`config.mk`:
```
export PLATFORM = sky130hd
export DESIGN_NAME = rpef_top
export DESIGN_NICKNAME = d
export VERILOG_FILES = /design/src/design/rpef_pkg.sv /design/src/design/rpef_filter.sv /design/src/design/rpef_top.sv
export VERILOG_INCLUDE_DIRS = /design/src /design/src/design
export SDC_FILE = /design/constraint.sdc
export NUM_CORES = 2
export LEC_CHECK = 0
export BUFFER_PORTS_ARGS = -buffer_cell sky130_fd_sc_hd__buf_2
export CELL_PAD_IN_SITES_DETAIL_PLACEMENT = 2
export CELL_PAD_IN_SITES_GLOBAL_PLACEMENT = 2
export CORE_MARGIN = 4
export CORE_UTILIZATION = 39
export CTS_BUF_LIST = sky130_fd_sc_hd__clkbuf_4 sky130_fd_sc_hd__clkbuf_8 sky130_fd_sc_hd__clkbuf_16
export CTS_CLUSTER_SIZE = 20
export DETAILED_ROUTE_END_ITERATION = 6
export HOLD_SLACK_MARGIN = 0.02
export PLACE_DENSITY = 0.81
export SYNTH_ARGS = -nofsm -noshare
export SYNTH_HDL_FRONTEND = slang
export SYNTH_SLANG_ARGS = --single-unit
```
`constraint.sdc`:
```
create_clock -name pclk -period 2.33 [get_ports pclk]
set_input_delay 0.5825 -clock pclk [delete_from_list [all_inputs] [get_ports pclk]]
set_output_delay 0.5825 -clock pclk [all_outputs]
set_load 0.01 [all_outputs]
```
`src/design/rpef_defines.svh`:
```
`ifndef RPEF_DEFINES_SVH
`define RPEF_DEFINES_SVH

// ****************************************
// register map
// ****************************************
`define RPEF_ARB_BASE    12'h000
`define RPEF_FLT_BASE    12'h100
`define RPEF_FLT_END     12'h240
`define RPEF_IRQ_STAT    12'h300
`define RPEF_IRQ_MASK    12'h304
`define RPEF_FREG_CFG    3'h0
`define RPEF_FREG_MHI    3'h1
`define RPEF_FREG_MLO    3'h2
`define RPEF_FREG_KHI    3'h3
`define RPEF_FREG_KLO    3'h4
`define RPEF_RST_ZERO    32'h0000_0000

// ****************************************
// field positions
// ****************************************
`define RPEF_ARB_USED    32'h00FF_00FF
`define RPEF_CFG_USED    32'h003F_FFFF
`define RPEF_SEL_B_SUB   23
`define RPEF_SEL_B_CLS   20
`define RPEF_SEL_B_KIND  16
`define RPEF_SEL_A_SUB   7
`define RPEF_SEL_A_CLS   4
`define RPEF_SEL_A_KIND  0
`define RPEF_CFG_EN      21
`define RPEF_CFG_DC      20
`define RPEF_CFG_POS_MSB 19
`define RPEF_CFG_POS_LSB 16
`define RPEF_MC_MSB      12
`define RPEF_MC_LSB      9
`define RPEF_OPC_MSB     8
`define RPEF_OPC_LSB     5
`define RPEF_STATE_MSB   51
`define RPEF_STATE_LSB   48

// ****************************************
// codes and counts
// ****************************************
`define RPEF_MC_DATA_RESP 4'hE
`define RPEF_OPC_STATE_MAX 4'h2
`define RPEF_KIND_LAST    4'hC
`define RPEF_KIND_GAP     2'h3
`define RPEF_LARGE_MIN    4'h9
`define RPEF_LARGE_MAX    4'hB
`define RPEF_SMALL_MIN    4'h1
`define RPEF_SMALL_MAX    4'h3

`endif

```
`src/design/rpef_pkg.sv`:
```
package rpef_pkg;
   typedef enum logic [2:0] {
      home_class                 = 3'b000,
      snoop_class                = 3'b001,
      nondata_response_class     = 3'b010,
      noncoherent_standard_class = 3'b011,
      data_response_class        = 3'b100,
      noncoherent_bypass_class   = 3'b101,
      adaptive_large             = 3'b110,
      adaptive_small             = 3'b111
   } rpef_class_t;
endpackage

```
`src/design/rpef_filter.sv`:
```
`timescale 1ns/100ps
`include "rpef_defines.svh"
module rpef_filter (
   input  wire logic        pclk,       // core clock
   input  wire logic        presetn,    // async reset, active low
   input  wire logic        flit_valid, // flit crossing this port
   input  wire logic        flit_sop,   // first flit of a packet
   input  wire logic [71:0] flit,       // flit contents
   input  wire logic [31:0] cfg,        // configuration word
   input  wire logic [71:0] match_val,  // full match value
   input  wire logic [71:0] mask_val,   // full mask value
   output logic             match_evt   // one-cycle match pulse
);
   logic [3:0]  pos;
   logic [3:0]  next_pos;
   logic [3:0]  cur_pos;
   logic        next_evt;
   logic        state_live;
   logic [71:0] eff_mask;

   always_comb begin
      // position saturates so very long packets never wrap back to 0
      cur_pos = flit_sop ? 4'h0 : ((pos == 4'hF) ? pos : pos + 4'h1);
      next_pos = flit_valid ? cur_pos : pos;
      // state only valid for data response
      state_live = (flit[`RPEF_MC_MSB:`RPEF_MC_LSB] == `RPEF_MC_DATA_RESP) &&
                   (flit[`RPEF_OPC_MSB:`RPEF_OPC_LSB] <= `RPEF_OPC_STATE_MAX);
      eff_mask = mask_val;
      if (!state_live) begin
         eff_mask[`RPEF_STATE_MSB:`RPEF_STATE_LSB] = 4'h0;
      end
      next_evt = cfg[`RPEF_CFG_EN] && flit_valid &&
                 (((flit ^ match_val) & eff_mask) == 72'h0) &&
                 (cfg[`RPEF_CFG_DC] || cur_pos == cfg[`RPEF_CFG_POS_MSB:`RPEF_CFG_POS_LSB]);
   end

   always_ff @(posedge pclk or negedge presetn) begin
      if (!presetn) begin
         pos       <= 4'hF;
         match_evt <= 1'b0;
      end else begin
         pos       <= next_pos;
         match_evt <= next_evt;
      end
   end
endmodule

```
`src/design/rpef_top.sv`:
```
// Operation
// - each arbiter select register holds two selectors whose VN bit sits at 23 and 7.
// - each selector has a three-bit class field naming one of eight message classes.
// - adaptive class 110 counts 9 to 11 flit packets and 111 counts 1 to 3 flit packets.
// - a four-bit kind field picks queue, local or global bid, fail or home-order kill.
// - kind 1011 is target available, 1100 is depth overflow, other gaps are reserved.
// - unused arbiter select bits read zero and ignore writes, and all fields reset to zero.
// - each of the five ports has two match/mask filters on crossing flits.
// - a filter fires only while its enable bit 21 is set, which resets to zero.
// - configuration bit 20 makes every flit of a packet a candidate.
// - a four-bit position field picks which flit of a packet may match, 0 being the header.
// - the configuration word holds match bits 71:64 in 15:8 and mask bits 71:64 in 7:0.
// - the response data state bits only take part for data responses with opcode 0 to 2.
//
// Added by the designer: register access over APB and the register offsets.
`timescale 1ns/100ps
`include "rpef_defines.svh"
module rpef_top (
   input  wire logic         pclk,             // core clock, 50 MHz
   input  wire logic         presetn,          // async reset, active low
   input  wire logic         psel,             // apb select
   input  wire logic         penable,          // apb enable
   input  wire logic         pwrite,           // apb direction
   input  wire logic [11:0]  paddr,            // apb byte address
   input  wire logic [31:0]  pwdata,           // apb write data
   output logic              pready,           // apb ready
   output logic [31:0]       prdata,           // apb read data
   output logic              pslverr,          // apb error, unmapped address
   input  wire logic [4:0]   arb_occ_valid,    // arbitration occurrence per arbiter
   input  wire logic [19:0]  arb_occ_kind,     // stage and outcome, 4 bits each
   input  wire logic [14:0]  arb_occ_class,    // message class, 3 bits each
   input  wire logic [4:0]   arb_occ_vn,       // virtual net of the occurrence
   input  wire logic [4:0]   arb_occ_adaptive, // occurrence on the adaptive network
   input  wire logic [19:0]  arb_occ_flits,    // packet length in flits, 4 bits each
   input  wire logic [4:0]   port_flit_valid,  // flit crossing each port
   input  wire logic [4:0]   port_flit_sop,    // first flit of a packet
   input  wire logic [359:0] port_flit,        // 72-bit flit per port
   output logic [4:0]        arb_event_a,      // selector a pulse per arbiter
   output logic [4:0]        arb_event_b,      // selector b pulse per arbiter
   output logic [9:0]        filter_event,     // match pulse, bit 2*port+pair
   output logic              irq               // unmasked filter status pending
);
   // ****************************************
   // storage
   // ****************************************
   logic [31:0] arb_sel [5];
   logic [31:0] flt_cfg [10];
   logic [31:0] match_hi [10];
   logic [31:0] match_lo [10];
   logic [31:0] mask_hi [10];
   logic [31:0] mask_lo [10];
   logic [9:0]  irq_stat;
   logic [9:0]  irq_mask;
   logic [31:0] next_arb_sel [5];
   logic [31:0] next_flt_cfg [10];
   logic [31:0] next_match_hi [10];
   logic [31:0] next_match_lo [10];
   logic [31:0] next_mask_hi [10];
   logic [31:0] next_mask_lo [10];
   logic [9:0]  next_irq_stat;
   logic [9:0]  next_irq_mask;
   logic        next_irq;
   logic        next_pready;
   logic [31:0] next_prdata;
   logic        next_pslverr;
   logic [4:0]  next_arb_a;
   logic [4:0]  next_arb_b;

   // ****************************************
   // address decode
   // ****************************************
   logic [11:0] flt_off;
   logic [3:0]  fidx;
   logic [2:0]  freg;
   logic [2:0]  aidx;
   logic        is_arb;
   logic        is_flt;
   logic        is_stat;
   logic        is_mask;
   logic        hit;
   logic        wr_go;

   always_comb begin
      flt_off = paddr - `RPEF_FLT_BASE;
      // filter index is 2*port+pair: port in bits 8:6, pair in bit 5
      fidx    = flt_off[8:5];
      freg    = flt_off[4:2];
      aidx    = paddr[4:2];
      is_arb  = (paddr[11:5] == 7'h00) && (aidx < 3'h5);
      is_flt  = (paddr >= `RPEF_FLT_BASE) && (paddr < `RPEF_FLT_END) && (freg < 3'h5);
      is_stat = (paddr == `RPEF_IRQ_STAT);
      is_mask = (paddr == `RPEF_IRQ_MASK);
      hit     = is_arb || is_flt || is_stat || is_mask;
      // writes land only on the edge that also sees pready high
      wr_go   = psel && penable && pready && pwrite;
   end

   // ****************************************
   // apb answer
   // ****************************************
   always_comb begin
      // one wait state gives the read mux a full cycle
      next_pready  = psel && penable && !pready;
      next_prdata  = `RPEF_RST_ZERO;
      next_pslverr = 1'b0;
      if (next_pready) begin
         next_pslverr = !hit;
         if (is_arb) begin
            next_prdata = arb_sel[aidx];
         end else if (is_flt) begin
            unique case (freg)
               `RPEF_FREG_CFG: next_prdata = flt_cfg[fidx];
               `RPEF_FREG_MHI: next_prdata = match_hi[fidx];
               `RPEF_FREG_MLO: next_prdata = match_lo[fidx];
               `RPEF_FREG_KHI: next_prdata = mask_hi[fidx];
               default:        next_prdata = mask_lo[fidx];
            endcase
         end else if (is_stat) begin
            next_prdata = {22'h0, irq_stat};
         end else if (is_mask) begin
            next_prdata = {22'h0, irq_mask};
         end
      end
   end

   // ****************************************
   // register writes
   // ****************************************
   always_comb begin
      next_arb_sel  = arb_sel;
      next_flt_cfg  = flt_cfg;
      next_match_hi = match_hi;
      next_match_lo = match_lo;
      next_mask_hi  = mask_hi;
      next_mask_lo  = mask_lo;
      next_irq_mask = irq_mask;
      if (wr_go && is_arb) begin
         next_arb_sel[aidx] = pwdata & `RPEF_ARB_USED;
      end
      if (wr_go && is_flt) begin
         unique case (freg)
            `RPEF_FREG_CFG: next_flt_cfg[fidx] = pwdata & `RPEF_CFG_USED;
            `RPEF_FREG_MHI: next_match_hi[fidx] = pwdata;
            `RPEF_FREG_MLO: next_match_lo[fidx] = pwdata;
            `RPEF_FREG_KHI: next_mask_hi[fidx] = pwdata;
            default:        next_mask_lo[fidx] = pwdata;
         endcase
      end
      if (wr_go && is_mask) begin
         next_irq_mask = pwdata[9:0];
      end
      // a match in the clearing cycle stays set
      next_irq_stat = irq_stat & ~((wr_go && is_stat) ? pwdata[9:0] : 10'h000);
      next_irq_stat = next_irq_stat | filter_event;
      next_irq      = |(next_irq_stat & next_irq_mask);
   end

   // ****************************************
   // arbiter event selection
   // ****************************************
   function automatic logic sel_hit(input logic       sub,
                                    input logic [2:0] cls,
                                    input logic [3:0] kind,
                                    input logic       vn,
                                    input logic [2:0] ocls,
                                    input logic       adap,
                                    input logic [3:0] flits,
                                    input logic [3:0] okind);
      logic kind_ok;
      logic cls_ok;
      kind_ok = (kind <= `RPEF_KIND_LAST) && !(!kind[3] && kind[1:0] == `RPEF_KIND_GAP);
      // adaptive classes go by packet length
      if (cls == rpef_pkg::adaptive_large) begin
         cls_ok = adap && flits >= `RPEF_LARGE_MIN && flits <= `RPEF_LARGE_MAX;
      end else if (cls == rpef_pkg::adaptive_small) begin
         cls_ok = adap && flits >= `RPEF_SMALL_MIN && flits <= `RPEF_SMALL_MAX;
      end else begin
         cls_ok = !adap && ocls == cls && vn == sub;
      end
      sel_hit = kind_ok && cls_ok && okind == kind;
   endfunction

   always_comb begin
      for (int i = 0; i < 5; i++) begin
         next_arb_a[i] = arb_occ_valid[i] &&
            sel_hit(arb_sel[i][`RPEF_SEL_A_SUB], arb_sel[i][`RPEF_SEL_A_CLS +: 3],
                    arb_sel[i][`RPEF_SEL_A_KIND +: 4], arb_occ_vn[i], arb_occ_class[3*i +: 3],
                    arb_occ_adaptive[i], arb_occ_flits[4*i +: 4], arb_occ_kind[4*i +: 4]);
         next_arb_b[i] = arb_occ_valid[i] &&
            sel_hit(arb_sel[i][`RPEF_SEL_B_SUB], arb_sel[i][`RPEF_SEL_B_CLS +: 3],
                    arb_sel[i][`RPEF_SEL_B_KIND +: 4], arb_occ_vn[i], arb_occ_class[3*i +: 3],
                    arb_occ_adaptive[i], arb_occ_flits[4*i +: 4], arb_occ_kind[4*i +: 4]);
      end
   end

   // ****************************************
   // registers
   // ****************************************
   always_ff @(posedge pclk or negedge presetn) begin
      if (!presetn) begin
         for (int i = 0; i < 5; i++) begin
            arb_sel[i] <= `RPEF_RST_ZERO;
         end
         for (int i = 0; i < 10; i++) begin
            flt_cfg[i]  <= `RPEF_RST_ZERO;
            match_hi[i] <= `RPEF_RST_ZERO;
            match_lo[i] <= `RPEF_RST_ZERO;
            mask_hi[i]  <= `RPEF_RST_ZERO;
            mask_lo[i]  <= `RPEF_RST_ZERO;
         end
         irq_stat    <= 10'h000;
         irq_mask    <= 10'h000;
         irq         <= 1'b0;
         pready      <= 1'b0;
         prdata      <= `RPEF_RST_ZERO;
         pslverr     <= 1'b0;
         arb_event_a <= 5'h00;
         arb_event_b <= 5'h00;
      end else begin
         arb_sel     <= next_arb_sel;
         flt_cfg     <= next_flt_cfg;
         match_hi    <= next_match_hi;
         match_lo    <= next_match_lo;
         mask_hi     <= next_mask_hi;
         mask_lo     <= next_mask_lo;
         irq_stat    <= next_irq_stat;
         irq_mask    <= next_irq_mask;
         irq         <= next_irq;
         pready      <= next_pready;
         prdata      <= next_prdata;
         pslverr     <= next_pslverr;
         arb_event_a <= next_arb_a;
         arb_event_b <= next_arb_b;
      end
   end

   // ****************************************
   // filters
   // ****************************************
   // two filters per port
   for (genvar g = 0; g < 10; g++) begin : g_flt
      rpef_filter u_flt (
         .pclk       (pclk),
         .presetn    (presetn),
         .flit_valid (port_flit_valid[g/2]),
         .flit_sop   (port_flit_sop[g/2]),
         .flit       (port_flit[72*(g/2) +: 72]),
         .cfg        (flt_cfg[g]),
         // upper bytes from the configuration word
         .match_val  ({flt_cfg[g][15:8], match_hi[g], match_lo[g]}),
         .mask_val   ({flt_cfg[g][7:0], mask_hi[g], mask_lo[g]}),
         .match_evt  (filter_event[g])
      );
   end
endmodule

```
# Word level (Yosys, flattened, before mapping)
# Cells that the tools add are included.
# op_classes
n_addsub,11
order_cmp,43
eq_ne,90
n_mux,87
bitwise_logic,27
n_reduce_logical,197
# ops
cell,n
320-bit bitwise mux,5
72-bit bitwise AND,10
72-bit logical NOT,10
72-bit XOR,10
32-bit binary-select mux with 4-bit select,5
32-bit 2-to-1 mux,17
160-bit bitwise mux,1
1-bit logical AND,138
32-bit demux with 4-bit select,1
32-bit one-hot mux with 4 select lines,1
4-bit 2-to-1 mux,30
32-bit binary-select mux with 3-bit select,1
32-bit demux with 3-bit select,1
4-bit == test,20
3-bit == test (second input constant),20
4-bit == test (second input constant),15
4-bit less-or-equal comparator (second input constant),15
4-bit by 1-bit adder with 4-bit output (second input constant),10
4-bit by 2-bit less-or-equal comparator with 1-bit output (second input constant),10
10-bit 2-to-1 mux,4
3-bit == test,10
1-bit logical NOT,27
12-bit by 10-bit == test with 1-bit output (second input constant),2
4-bit >= comparator (second input constant),6
25 further kinds,86
# totals
reg_bits,1875
in_bits,489

# Longest topological paths before layout
# depth
word_depth,10
ltp_mapped,12

# Hierarchy
# A second synthesis with hierarchy kept.
# unflattened
cells_unflattened,6857
area_unflattened_um2,89897.5
# modules_own_cells
module,instances,cells_each,area_per_inst_um2,seq_area_each_um2
rpef_top,1,5307,75921.6,41164.5
rpef_filter,10,155,1397.6,130.1

# Worst setup path after synthesis
# No wires, ideal clock.
# synth_path
path_type,input to register
startpoint,in paddr[6]
endpoint,reg irq
setup_time_ns,0.139
arrival_ns,2.829
required_time_ns,2.191
slack_ns,-0.638
stages,7
path_buffers,1
path_cell_list,buf_4 > nor4b_4 > nand3_1 > nor2_1 > mux2_2 > a2111o_1 > or4_1
# synth_rtl
item,line,source
from (decl),rpef_top.sv:24,"input wire logic [11:0] paddr,"
12-bit by 10-bit == test with 1-bit output (no source line),-,
1-bit logical AND,rpef_top.sv:149,if (wr_go && is_mask) begin
10-bit 2-to-1 mux,rpef_top.sv:149,
named net next_irq_mask[6],rpef_top.sv:61,logic [9:0] next_irq_mask;
10-bit bitwise AND,rpef_top.sv:155,next_irq = |(next_irq_stat & next_irq_mask);
10-bit OR reduction,rpef_top.sv:155,
named net next_irq,rpef_top.sv:62,logic next_irq;
to (signal assigned),rpef_top.sv:228,irq <= next_irq;
to (decl),rpef_top.sv:41,output logic irq
# The timed path passes the listed nets, and every way through them passes these cells.
# A chain may end at the register's enable or synchronous reset.

# Final worst setup path
# layout_path
startpoint,reg match_lo[171] (netlist name)
endpoint,reg g_flt[4].u_flt.match_evt
# layout_between
elab_chain_cells,5
# layout_rtl
item,line,source
from (decl),rpef_top.sv:49,logic [31:0] match_lo [10];
"from (signal, indexed assignment)",rpef_top.sv:207,match_lo[i] <= `RPEF_RST_ZERO;
from (signal assigned),rpef_top.sv:223,match_lo <= next_match_lo;
72-bit XOR,rpef_filter.sv:33,(((flit ^ match_val) & eff_mask) == 72'h0) &&
72-bit bitwise AND,rpef_filter.sv:33,
72-bit logical NOT,rpef_filter.sv:33,
1-bit logical AND (2 in series),rpef_filter.sv:32,next_evt = cfg[`RPEF_CFG_EN] && flit_valid &&
named net g_flt[4].u_flt.next_evt,rpef_filter.sv:17,logic next_evt;
to (signal assigned),rpef_filter.sv:43,match_evt <= next_evt;
to (decl),rpef_filter.sv:12,output logic match_evt
# The timed path passes the listed nets, and every way through them passes these cells.

==> results.cfg <==
[place]
portBuffers = 543
placed_cells = 11425
gp_congestion = 1.07
hpwl_um = 437000

[yosys]
synth_edf_count = 0
synth_compound_area_share_pct = 8.09
synth_flop_cell = dfrtp_1
synth_adder_area_share_pct = 0.141
ys_ff_latch = 1695
seq_area_frac_synth_pct = 47.9
async_flop_share_pct = 100
synth.avg_cell_area_um2 = 13.0
synth-simple-area-share_pct = 3.65
syn-num-nets = 7299
muxShareOfSynthArea_pct = 29.3
ys.warnings.count = 0
synthXorXnorAreaFrac_pct = 8.20
synthCells = 6800
synth_top_family_by_area = multiplexers
ys_types = 75
synth_area_um2 = 88700

[timing]
fin_tns_setup_ns = -8.52
hold_ws_ns = 0.0640
setup_violations = 47
fin_crit_sh_pct = 135
hold_viol = 0
fmax_ghz = 0.317
rsz0062_at_grt = yes
min_period_ns = 3.15
slew_headroom_pct = 7.23
finalMaxSlewViolations = 0
worstMarginPinSlew_ns = 1.39
fin_ws_ns = -0.823
skew_ns = 0.0735

[floorplanning]
io-pin-count = 544
chipHeight_um = 485
dieArea_um2 = 235000
fp-row-count = 174
core_area_um2 = 226000
initial_core_util_pct = 39.3
fp.dieW_um = 485

[worst_setup_path]
worstSetupPathType = register to register
worstPathMaxFanout = 2
cp.arrival_ns = 3.93
cp-end-kind = register
startpoint = match_lo[171]
r2r_start = match_lo[171]
worstPathRequired_ns = 3.10
startpoint_type = register

[clock_network]
path_clk_slew_ns = 0.07
cts_sinks = 1695
cts_tree = built
clk_latency_ns = 0.94
h-tree-depth = 4
root_buffer = clkbuf_16
cts_buffer_depth = 3
cts_buffers = 197

[hold_path]
min_path_type = input pin to register
min_from = pwdata[3]

[layout]
stdcell_count = 11936
layout.nets = 9190
nFillCells = 21075
drive_gt1_share_pct = 55.0
area_delta_synth_final_pct = 32.9
fin_util_pct = 52.3

[power]
ir_worst_vdd_v = 0.000813
finalPower_mw = 72.0
powerDensity_nw_per_um2 = 610
p_leak_nw = 58.6

[grt]
grt_pass1_vias = 86435
grtUsageMet3_pct = 21.4
antenna_found_initial = 124
met1_usage_pct = 60.6
grt_pass1_wl_um = 818000
grt_usage_pct = 50.9
busiest_layer = met2
grt_max_degree = 93
gr-total-overflow = 0
grt_use_met2_pct = 72.3

[drt]
ant_nets = 0
routed-via-count = 85546
drt_first_pass_iters = 7
drt-wirelength-per-cell_um = 53.7
drt_iter0_markers = 13847
viasPerCell = 7.17
wl_um = 641000
route.detailed.drc = 21

[run]
max_cap_viol_count = 0

[status]
violations = DRC, setup timing
outcome = complete, but fails checks
cell usage in the layout (no fill, tap or decap), types with 61 or more instances in the layout:
master / netlist / final
nor2_1: 191 / 151
nand2_1: 179 / 159
xnor2_1: 80 / 80
clkbuf_16: 0 / 203
xor2_1: 751 / 714
mux2i_1: 162 / 159
buf_4: 28 / 1405
o21ai_0: 74 / 64
nand4_1: 72 / 72
mux2_2: 1615 / 1610
a221oi_2: 0 / 74
a22o_1: 171 / 146
a21oi_1: 169 / 152
dfrtp_1: 1655 / 1603
diode_2: 0 / 89
a221oi_1: 179 / 91
nand3_1: 68 / 61
mux4_2: 262 / 262
o22ai_1: 76 / 72
buf_12: 0 / 204
buf_2: 177 / 539
registers in the layout (all words and copies together) (netlist names), 5 cells and up:
signal,flops
match_lo,320
g_flt.u_flt.pos,40
arb_event_b,5
arb_event_a,5
arb_sel,80
g_flt.u_flt.match_evt,10
prdata,32
match_hi,320
mask_hi,320
irq_mask,10
flt_cfg,220
mask_lo,320
irq_stat,10
metrics by stage:
stage	setup slack (ns)	instance area, µm²
finish	-0.823	118000
global route	-0.450	118000
CTS	-0.261	117000
detailed placement	-1.29	108000
global placement	-1.28	108000
floorplan	-0.280	89100
path summary, 6_finish.rpt:
path	slack (ns)	cells past startpoint	end
worst max-delay path	-0.82	6	g_flt[4].u_flt.match_evt
worst max register to register	-0.82	6	g_flt[4].u_flt.match_evt
min in group asynchronous	0.50	3	flt_cfg[70]
worst min-delay path	0.06	2	irq_mask[3]
worst min register to register	0.52	1	irq_stat[5]
max in group asynchronous	0.98	4	match_lo[116]
synth_stat cells, drive strengths merged, types with 5 or more instances:
cell type  number  area (µm²)
nor4           23         144
a21oi         169         846
nor3b          12        90.1
a21o           14         105
buf           256        1300
o2bb2ai         5        43.8
inv            43         161
xor2          751        6580
a22oi          46         345
dfrtp        1655       41400
nand2b         10        62.6
mux4          262        5900
a2111oi         8        70.1
a31oi          46         288
ha             10         125
xnor2          80         701
a211oi         33         248
and3           23         149
a221oi        179        1570
a41oi          10        87.6
nand4          72         450
nand3          69         350
o22ai          76         475
mux2i         162        1620
dfstp          40        1050
or3             6        37.5
o21a           10        75.1
o21ai          75         375
o211ai          6        45.0
o221ai         13         114
clkbuf        261         980
mux2         1641       18500
nor3           46         246
a22o          171        1500
o2111ai        10        87.6
nand2         179         672
o22a            7        61.3
or4            11        82.6
a222oi         51         510
nor2b           8        50.1
or2             6        37.5
nor2          191         717
where the power goes:
part	leakage, nW	switching (mW)	internal, mW
logic	31.7	5.28	2.14
clock network	3.47	15.2	19.6
registers	23.4	0.153	29.6
routing by layer:
layer / routed length [µm] / vias up
met3: 92500 / 3037
met2: 259000 / 8691
met1: 219000 / 44510
met4: 68500 / 78
li1: - / 29230
met5: 1530 / -
area by class of cell:
| cell class | count | area, µm² | area share [%] |
|---|---|---|---|
| Timing Repair Buffer | 2209 | 18100 | 15.4 |
| Multi-Input combinational cell | 4544 | 46300 | 39.2 |
| Sequential cell | 1695 | 42500 | 36.1 |
| Antenna cell | 89 | 223 | 0.189 |
| Inverter | 44 | 165 | 0.140 |
| Clock inverter | 67 | 801 | 0.679 |
| Clock buffer | 296 | 6040 | 5.13 |
| Tap cell | 2992 | 3740 | 3.17 |
cell families (layout without fill, tap and decap cells):
family / after synthesis / count (layout)
xor gates and xnor gates: 831 / 831
other: 0 / 89
and+or+nand+nor: 672 / 672
AOI/OAI and AO/OA: 966 / 966
DFF: 1695 / 1695
adders and majority gates: 10 / 10
buffers and inverters: 561 / 2616
muxes: 2065 / 2065
worst max-delay path, cell delays in order (launching register included):
cell and delay (ns):
dfrtp_1 0.42, xor2_1 0.22, a222oi_1 1.10, nand4_1 0.43, or4_4 0.54, buf_6 0.16, nor4_4 0.12
timing repair:
item,4_1_cts,5_1_grt
pin swaps,115,70
cloned,1,3
buffers inserted,27,27
resized for setup,298,151
endpoints found under the hold margin,210,0
hold buffers,17,0
setup endpoints to repair,64,170
(Power assumes the default switching activity.)
